$ cat src/core/rcc_regs.vh
// Register map constants for the retimer channel tuning register block.
// Assumes a byte-wide register access port with a per-channel select.
`ifndef RCC_REGS_VH
`define RCC_REGS_VH

// ----------------------------------------------------------------
// Offsets
// ----------------------------------------------------------------
`define RCC_OFF_TOL_TAP1      8'h35
`define RCC_OFF_REF_CAP       8'h36
`define RCC_OFF_LEQ_STATUS    8'h37
`define RCC_OFF_FBEQ_STATUS   8'h38
`define RCC_OFF_FERR_HI       8'h3b
`define RCC_OFF_FERR_LO       8'h3c

// ----------------------------------------------------------------
// Fields and reset values
// ----------------------------------------------------------------
`define RCC_TOL_SCALE_HI      7
`define RCC_TOL_SCALE_LO      6
`define RCC_CAPTURE_BIT       5
`define RCC_TAP1_HI           4
`define RCC_TAP1_LO           0
`define RCC_EYE_IRQ_BIT       6
`define RCC_REF_MODE_HI       5
`define RCC_REF_MODE_LO       4
`define RCC_CAP_OV_BIT        2
`define RCC_CAP_RNG_HI        1
`define RCC_CAP_RNG_LO        0
`define RCC_RST_TOL_TAP1      8'h1f
`define RCC_RST_REF_CAP       8'h31
`define RCC_RST_STATUS        8'h00
`define RCC_NUM_CH            4

// ----------------------------------------------------------------
// Field codes
// ----------------------------------------------------------------
`define RCC_REF_FAST_FULL     2'h3
`define RCC_REF_CONSTR_REF    2'h2
`define RCC_REF_LESS_CONSTR   2'h1
`define RCC_REF_LESS_FULL     2'h0
`define RCC_TOL_KEEP          2'h0
`define RCC_TOL_ADD           2'h1
`define RCC_TOL_DOUBLE        2'h2
`define RCC_TOL_DOUBLE_ADD    2'h3

`endif

$ cat src/core/rcc_channel_regs.v
// Per-channel clock-recovery tuning registers (offsets lock_tolerance_and_tap1_limit to feedback_equalizer_status) for four channels.
// Assumes one-cycle write and read strobes from the management serial port decoder,
// and a frequency error engine that answers a capture request with a done pulse.
//
// Overview of operation
// RQ1 - Scale field keeps, adds bits 3:1, doubles, or doubles-and-adds the tolerance.
// RQ2 - Writing capture bit requests a frequency error capture; bit clears when done.
// RQ3 - Frequency error result refreshes continuously; capture bit forces a single update.
// RQ4 - Five-bit first-tap limit in bits 4:0 of lock_tolerance_and_tap1_limit, resets to all ones.
// RQ5 - Bit 6 of reference_and_cap_range_control enables eye-opening interrupts; zero blocks them.
// RQ6 - Reference-mode field selects one of four clock-recovery search methods.
// RQ7 - Bit 2 of reference_and_cap_range_control makes register cap DAC range override default.
// RQ8 - Cap DAC stop equals start minus (range+1); range resets to 01.
// RQ9 - Status bytes at linear_equalizer_status and feedback_equalizer_status are read-only and read zero.
// RQ10 - Ready flag rises when a frequency error count is available.
// RQ11 - Each channel holds an independent copy of all these registers.
`timescale 1ns/1ns
`include "rcc_regs.vh"

module rcc_channel_regs
(
  input  wire        clock,
  input  wire        rst_n,
  input  wire [1:0]  ch_sel,
  input  wire [7:0]  reg_addr,
  input  wire        reg_wr,
  input  wire [7:0]  reg_wdata,
  input  wire        reg_rd,
  output reg  [7:0]  reg_rdata,
  output wire        reg_hit,
  input  wire [31:0] ppm_delta_in,
  output wire [31:0] ppm_delta_scaled,
  input  wire [3:0]  ferr_done,
  input  wire [31:0] ferr_count,
  output wire [3:0]  ferr_capture_req,
  output wire [3:0]  ferr_continuous,
  output wire [3:0]  ferr_ready,
  output wire [19:0] fb_eq_first_tap_limit,
  input  wire [3:0]  eye_opening_event,
  output wire [3:0]  eye_opening_irq,
  output wire [7:0]  ref_mode,
  output wire [3:0]  ref_clock_used,
  output wire [3:0]  cap_full_search,
  input  wire [19:0] cap_start,
  input  wire [19:0] cap_default_stop,
  output wire [19:0] cap_stop
);

  // ----------------------------------------------------------------
  // Helpers
  // ----------------------------------------------------------------
  function [7:0] rcc_scale_tol;
    input [1:0] code;
    input [7:0] tol;
    begin
      case (code)
        `RCC_TOL_ADD:    rcc_scale_tol = tol + {5'h00, tol[3:1]};
        `RCC_TOL_DOUBLE: rcc_scale_tol = {tol[6:0], 1'b0};
        `RCC_TOL_DOUBLE_ADD:
                         rcc_scale_tol = {tol[6:0], 1'b0} + {5'h00, tol[3:1]};
        default:         rcc_scale_tol = tol;
      endcase
    end
  endfunction

  function [4:0] rcc_cap_stop;
    input [4:0] start;
    input [1:0] rng;
    begin
      rcc_cap_stop = start - {2'h0, rng} - 5'h01;
    end
  endfunction

  // One channel copy is touched per strobe; the others keep their state
  function rcc_ch_hit;
    input       strobe;
    input [1:0] sel;
    input [1:0] idx;
    input [7:0] addr;
    input [7:0] off;
    begin
      rcc_ch_hit = strobe && sel == idx && addr == off;
    end
  endfunction

  // ----------------------------------------------------------------
  // Per-channel storage
  // ----------------------------------------------------------------
  reg [7:0] tol_tap1_reg [0:3];
  reg [7:0] ref_cap_reg  [0:3];
  reg [3:0] ready_reg;
  reg [15:0] ferr_hold_reg [0:3];
  reg       hit_w;
  integer   i;
  integer   j;

  always @*
  begin
    if (reg_addr == `RCC_OFF_TOL_TAP1)
      hit_w = 1'b1;
    else if (reg_addr == `RCC_OFF_REF_CAP)
      hit_w = 1'b1;
    else if (reg_addr == `RCC_OFF_LEQ_STATUS)
      hit_w = 1'b1;
    else if (reg_addr == `RCC_OFF_FBEQ_STATUS)
      hit_w = 1'b1;
    else if (reg_addr == `RCC_OFF_FERR_HI)
      hit_w = 1'b1;
    else if (reg_addr == `RCC_OFF_FERR_LO)
      hit_w = 1'b1;
    else
      hit_w = 1'b0;
  end
  assign reg_hit = hit_w;

  always @(posedge clock)
  begin
    for (i = 0; i < `RCC_NUM_CH; i = i + 1)
    begin
      if (!rst_n)
      begin
        tol_tap1_reg[i] <= `RCC_RST_TOL_TAP1;   // [RQ4]
        ref_cap_reg[i]  <= `RCC_RST_REF_CAP;    // [RQ8]
      end
      else
      begin
        // Only the selected channel's copy takes a write [RQ11]
        // A write in the completion cycle wins, so a fresh request is never lost
        if (rcc_ch_hit(reg_wr, ch_sel, i[1:0], reg_addr, `RCC_OFF_TOL_TAP1))
          tol_tap1_reg[i] <= reg_wdata;
        else if (ferr_done[i])
          tol_tap1_reg[i][`RCC_CAPTURE_BIT] <= 1'b0;     // [RQ2]
        if (rcc_ch_hit(reg_wr, ch_sel, i[1:0], reg_addr, `RCC_OFF_REF_CAP))
          ref_cap_reg[i] <= reg_wdata;
      end
    end
  end

  // ----------------------------------------------------------------
  // Frequency error result
  // ----------------------------------------------------------------
  // Every completion refreshes the result, zero included, so continuous and
  // single updates share one path; a new result wins over the read-clear
  always @(posedge clock)
  begin
    for (j = 0; j < `RCC_NUM_CH; j = j + 1)
    begin
      if (!rst_n)
      begin
        ready_reg[j]     <= 1'b0;
        ferr_hold_reg[j] <= 16'h0000;
      end
      else if (ferr_done[j])
      begin
        ferr_hold_reg[j] <= {8'h00, ferr_count[j*8 +: 8]};   // [RQ3]
        ready_reg[j]     <= 1'b1;                            // [RQ10]
      end
      else if (rcc_ch_hit(reg_rd, ch_sel, j[1:0], reg_addr, `RCC_OFF_FERR_LO))
        ready_reg[j] <= 1'b0;
    end
  end

  // ----------------------------------------------------------------
  // Outputs to the channel datapath
  // ----------------------------------------------------------------
  // Datapath controls follow the stored bytes with no extra delay
  genvar g;
  generate
    for (g = 0; g < `RCC_NUM_CH; g = g + 1)
    begin : ch
      assign ppm_delta_scaled[g*8 +: 8] =
        rcc_scale_tol(tol_tap1_reg[g][`RCC_TOL_SCALE_HI:`RCC_TOL_SCALE_LO],
                      ppm_delta_in[g*8 +: 8]);                                // [RQ1]
      assign ferr_capture_req[g] = tol_tap1_reg[g][`RCC_CAPTURE_BIT];          // [RQ2]
      assign ferr_continuous[g]  = ~tol_tap1_reg[g][`RCC_CAPTURE_BIT];         // [RQ3]
      assign ferr_ready[g]       = ready_reg[g];                               // [RQ10]
      assign fb_eq_first_tap_limit[g*5 +: 5] =
        tol_tap1_reg[g][`RCC_TAP1_HI:`RCC_TAP1_LO];                            // [RQ4]
      assign eye_opening_irq[g] =
        eye_opening_event[g] & ref_cap_reg[g][`RCC_EYE_IRQ_BIT];               // [RQ5]
      assign ref_mode[g*2 +: 2] = ref_cap_reg[g][`RCC_REF_MODE_HI:`RCC_REF_MODE_LO];
      assign ref_clock_used[g]  = ref_cap_reg[g][`RCC_REF_MODE_HI];            // [RQ6]
      assign cap_full_search[g] =
        ref_cap_reg[g][`RCC_REF_MODE_HI:`RCC_REF_MODE_LO] == `RCC_REF_FAST_FULL ||
        ref_cap_reg[g][`RCC_REF_MODE_HI:`RCC_REF_MODE_LO] == `RCC_REF_LESS_FULL; // [RQ6]
      assign cap_stop[g*5 +: 5] = ref_cap_reg[g][`RCC_CAP_OV_BIT] ?
        rcc_cap_stop(cap_start[g*5 +: 5],
                     ref_cap_reg[g][`RCC_CAP_RNG_HI:`RCC_CAP_RNG_LO]) :          // [RQ8]
        cap_default_stop[g*5 +: 5];                                            // [RQ7]
    end
  endgenerate

  // ----------------------------------------------------------------
  // Read data
  // ----------------------------------------------------------------
  always @(posedge clock)
  begin
    if (!rst_n)
      reg_rdata <= 8'h00;
    else if (reg_rd)
    begin
      if (reg_addr == `RCC_OFF_TOL_TAP1)
        reg_rdata <= tol_tap1_reg[ch_sel];
      else if (reg_addr == `RCC_OFF_REF_CAP)
        reg_rdata <= ref_cap_reg[ch_sel];
      else if (reg_addr == `RCC_OFF_FERR_HI)
        reg_rdata <= ferr_hold_reg[ch_sel][15:8];
      else if (reg_addr == `RCC_OFF_FERR_LO)
        reg_rdata <= ferr_hold_reg[ch_sel][7:0];
      else if (reg_addr == `RCC_OFF_LEQ_STATUS)
        reg_rdata <= `RCC_RST_STATUS;     // Reserved status reads zero [RQ9]
      else if (reg_addr == `RCC_OFF_FBEQ_STATUS)
        reg_rdata <= `RCC_RST_STATUS;     // [RQ9]
      // Unmapped offsets read zero, so probing software sees no stale data
      else
        reg_rdata <= `RCC_RST_STATUS;
    end
  end

endmodule

$ cat config.mk
export PLATFORM = sky130hd
export DESIGN_NAME = rcc_channel_regs
export DESIGN_NICKNAME = d
export VERILOG_FILES = /design/src/core/rcc_channel_regs.v
export VERILOG_INCLUDE_DIRS = /design/src /design/src/core
export SDC_FILE = /design/constraint.sdc
export NUM_CORES = 1
export LEC_CHECK = 0
export BUFFER_PORTS_ARGS = -buffer_cell sky130_fd_sc_hd__buf_2
export CORE_AREA = 2 2 130 132
export CTS_BUF_LIST = sky130_fd_sc_hd__clkbuf_8
export DETAILED_ROUTE_END_ITERATION = 12
export DIE_AREA = 0 0 132 134
export HOLD_SLACK_MARGIN = 0.03
export PLACE_DENSITY = 0.79
export SLEW_MARGIN = 20
export SYNTH_ARGS = -nofsm -noshare
export SYNTH_HDL_FRONTEND = slang
export SYNTH_SLANG_ARGS = --single-unit
$ cat constraint.sdc
create_clock -name clock -period 1.7 [get_ports clock]
set_clock_uncertainty 0.1 [all_clocks]
set_input_delay 0.085 -clock clock [delete_from_list [all_inputs] [get_ports clock]]
set_output_delay 0.085 -clock clock [all_outputs]
set_load 0.02 [all_outputs]
; Word level (Yosys, flattened, before mapping)
; Memory sizes are Yosys's and may differ from the RTL's.
; Index checks and enable logic that the tools add are counted.
[word_totals]
reg_bits = 12
ram_bits = 96
input_bits = 134
output_inout_bits = 113
word_cells = 197
n_memories = 3
[op_classes]
addsub = 16
n_eq_ne = 25
n_mux = 91
bitwise = 24
n_reduce_logical = 33
[mem_list]
columns = name, depth, width, rd, rd_ports_with_merged_regs, wr, line
row1 = ferr_hold_reg, 4, 8, 1, 0, 4, rcc_channel_regs.v:92  ; reg [15:0] ferr_hold_reg [0:3];
row2 = ref_cap_reg, 4, 8, 5, 0, 4, rcc_channel_regs.v:90  ; reg [7:0] ref_cap_reg [0:3];
row3 = tol_tap1_reg, 4, 8, 5, 0, 4, rcc_channel_regs.v:89  ; reg [7:0] tol_tap1_reg [0:3];
[ops]
columns = cell, n
row1 = two-way mux 8 bit, 16
row2 = case mux 8 bit (3 select lines), 4
row3 = two-way mux 1 bit, 67
row4 = adder 8 x 3 -> 8 bit, 8
row5 = equality test 8 x 6 -> 1 bit (second input constant), 6
row6 = equality test 2 bit (second input constant), 14
row7 = logical AND 1 bit, 20
row8 = two-way mux 5 bit, 4
row9 = subtractor 5 x 1 -> 5 bit (second input constant), 4
row10 = subtractor 5 x 2 -> 5 bit, 4
row11 = bitwise OR 1 bit, 16
row12 = equality test 2 x 1 -> 1 bit (second input constant), 5
row13 = logical NOT 2 bit, 5
row14 = nonzero test 2 bit, 4
row15 = bitwise AND 1 bit, 4
row16 = logical OR 1 bit, 4
row17 = NOT 1 bit, 4

; Depth between registers and ports, before layout
[depth]
word_depth = 8
ltp_mapped = 7

; Least setup slack after synthesis
; No wires, ideal clock.
[synth_timing]
path_type = input to output
startpoint = in ppm_delta_in[16]
endpoint = out ppm_delta_scaled[22]
t_arrival_ns = 1.723
required_time_ns = 1.515
slack_ns = -0.208
cell_stages = 6
path_buffers = 0
cell_sequence = ha_1 fa_1 a21oi_1 nor2b_1 a32o_1 a311oi_1
[synth_between]
elab_chain_len = 2
elab_cells_between_ends = 3
[synth_lines]
columns = item, line
row1 = "start, declared", rcc_channel_regs.v:31  ; input wire [31:0] ppm_delta_in,
row2 = adder 8 x 3 -> 8 bit (on tied branches), "rcc_channel_regs.v:60, rcc_channel_regs.v:57"
row3 = case mux 8 bit (3 select lines) (*), rcc_channel_regs.v:56  ; case (code)
row4 = "end, declared", rcc_channel_regs.v:32  ; output wire [31:0] ppm_delta_scaled,
; Every way passes the cells marked *; elsewhere a longest branch is shown, timed or not.

==> results.md <==
* Status: finished, violations left
* Failing checks: negative setup slack
* Clock network latency to the later pin of the worst-skew pair at 380 ps
* Slew Limit Headroom at 53.1%
* Worst Path Buf+Inv at 2
* CTS root buf: clkbuf_8
* RSZ-0062 raised after global routing: yes
* Port bufs at 246
* Fin crit share at 125%
* Num CTS Buffers at 9
* Synth area leaders: edfxtp_1, mux4_2, ha_1, mux2_2, nand2_1
* Post-Syn Instances at 754
* WP data required at 1510 ps
* Setup CP Type: reg -> out
* Leading area contributor after synthesis: edfxtp_1
* Setup crit start: ref_cap_reg[2][0]$_SDFFCE_PN1P_
* Highest clock rate at 471 MHz
* P per Cell Area at 632 nW/µm²
* Least-Margin Pin Slew at 703 ps
* FP Rows at 47
* Power Total at 0.00732 W
* Most used DFF post-synth: edfxtp_1
* Worst path slowest cell: edfxtp_1
* Core footprint at 16300 µm²
* Number of global-route vias before repair at 7588
* Clock transition at path regs at 100 ps
* Die X at 132 µm
* Final Hold Fails at 0
* # setup viols final at 50
* First-pass GRT wire length at 38600 µm
* Yosys reg bits at 108
* Starting Density at 48.4%
* Post-synthesis sequential area ratio at 39.6%
* I/O pin count at 247
* Post-synth EDFFs at 96
* Die ar. at 17700 µm²
* Largest net degree at the start of global routing at 39
* CP top delay family: adder cells
* DRT Pass-1 Iters at 5
* GPL Wtd Cong at 0.902
* Crit-path cells: inv_2 > ha_4 > fa_2 > nor3_2 > xnor2_1 > a21oi_2 > buf_4
* 1st-iter DRT viols at 553
* Commonest cells post-synth: edfxtp_1, nand2_1, nor2_1
* Worst vdd ir at 531 µV
* Hold Path Origin: reg_wdata[4]
* Final ANT Viol Nets at 0
* DRC violations left at 0
* Synth warn at 0
* Syn avg cell area at 10.5 µm²
* Wirelength per Cell at 18.8 µm
* Syn nets at 932
* Count leader, synth: edfxtp_1
* Hold WS at 45.1 ps
* Final Max Slew Viols at 0
* Max-Cap Viols at 0
* Crit start category: flop
* Ys async rst share at 0%
* R2r startpoint: tol_tap1_reg[0][7]$_SDFFCE_PP0P_
* Final min period at 2120 ps
* Placed Area at 9800 µm²
* Critical Path Max Stage Delay at 380 ps
* WP data arrival at 1940 ps
* CTS tree: done
* Final nets at 1286
* Vias at 7485
* GRT Util Overall at 27.4%
* Clock sinks at 108
* Worst Path Max Fanout at 2
* # H-tree levels at 3
* Post-synthesis cell type count at 61
* Clock buffer depth at 2
* Yosys top cell area share at 36.6%
* Area Overhead vs Synth at 46.8%
* HPWL after detailed placement at 17500 µm
* P_leak at 5.03 nW
* Hold WC Path Type: in -> reg
* Fin area at 11600 µm²
* Antenna diode count at 0
* Netlist Area Pre-Place at 7890 µm²
* Remaining global-route overflow at 0
* Layout cell share with drive strength beyond 1 at 49.8%
* Final setup margin at -424 ps
* Vias per inst at 5.62
* Routed wire length at 25100 µm
* Setup crit end kind: primary output
* Initial antenna violation count at 0
* Die height at 134 µm
-- final timing paths --
path / to / slack (ps) / cells after the start
hold / removal: tol_tap1_reg[0][4]$_SDFFCE_PP1P_ / 50 / 4
setup / recovery: cap_stop[14] / -420 / 7
hold reg to reg: ferr_ready[0]$_SDFFE_PN0P_ / 490 / 2
setup reg to reg: reg_rdata[7]$_SDFFE_PN0P_ / -70 / 5
-- what timing repair did --
action,CTS,global route
pin swaps,41,24
cloned,5,0
buffers inserted,27,13
endpoints found under the setup margin,48,54
resized for setup,167,57
hold buffers,42,0
endpoints found under the hold margin,66,0
-- tightest hold or removal path: cells and delay by family --
family,cells,cell delay [ps]
and+or+nand+nor,2,100
buffers and inverters,2,240
-- routing by layer --
| metal | global-route usage, % | share of wire (%) | up-vias |
|---|---|---|---|
| li1 | - | - | 3439 |
| met1 | 34.4 | 40 | 3597 |
| met2 | 47.0 | 49 | 379 |
| met3 | 4.91 | 7.0 | 70 |
| met4 | 11.2 | 4.2 | 0 |
| met5 | 0 | 0 | - |
-- final cells by class --
class | instances | area [µm²]
inverters | 23 | 86.3
clock buffers | 9 | 124
repair buffers | 422 | 3100
multi-input cells | 544 | 4770
clock inverters | 7 | 97.6
flip-flops and latches | 108 | 3120
well taps | 220 | 275
fillers | 1147 | 4720
-- metrics by stage --
step / std cells / utilization, % / TNS [ps] / worst slack (ps)
after CTS: 1323 / 69.4 / -11840 / -382
final: 1333 / 71.0 / -11630 / -424
after global placement: 1235 / 60.2 / -1890 / -187
after detailed placement: 1235 / 60.2 / -2920 / -223
after floorplan: 754 / - / -111 / -61.9
after global routing: 1333 / 71.0 / -14520 / -453
-- where the power goes --
part	switching, W	total (W)	internal (W)
logic	0.00123	0.00244	0.00121
clock network	0.000916	0.00175	0.000838
registers	0.0000852	0.00312	0.00303
-- layout by cell type, fill, tap and decap left out, types with 7 or more instances in the layout --
cell and count:
and2_1 7, edfxtp_1 96, clkbuf_8 9, a31oi_1 9
nor2_1 57, nand2b_1 11, mux4_2 24, mux2_4 11
xnor2_1 24, a21oi_1 14, nand2_2 7, nor3_2 7
nand4_1 11, a21oi_2 9, dfxtp_1 12, dlygate4sd3_1 42
nor2b_1 18, o2bb2ai_1 8, inv_2 9, and3_1 45
a211oi_2 7, buf_6 48, mux2_2 22, xor2_1 7
inv_1 14, ha_1 22, nand3_1 11, nand2_1 83
ha_4 9, buf_2 199, buf_4 121, buf_12 10
-- cell families after synthesis --
| kind of cell | share of synthesized area (%) |
|---|---|
| adders and majority gates | 8.12 |
| and+or+nand+nor | 19.3 |
| xor gates and xnor gates | 4.11 |
| DFF | 39.6 |
| muxes | 12.5 |
| buffers and inverters | 6.97 |
| AOI/OAI and AO/OA | 9.46 |
Note: power is estimated with default switching activity, not from simulation.
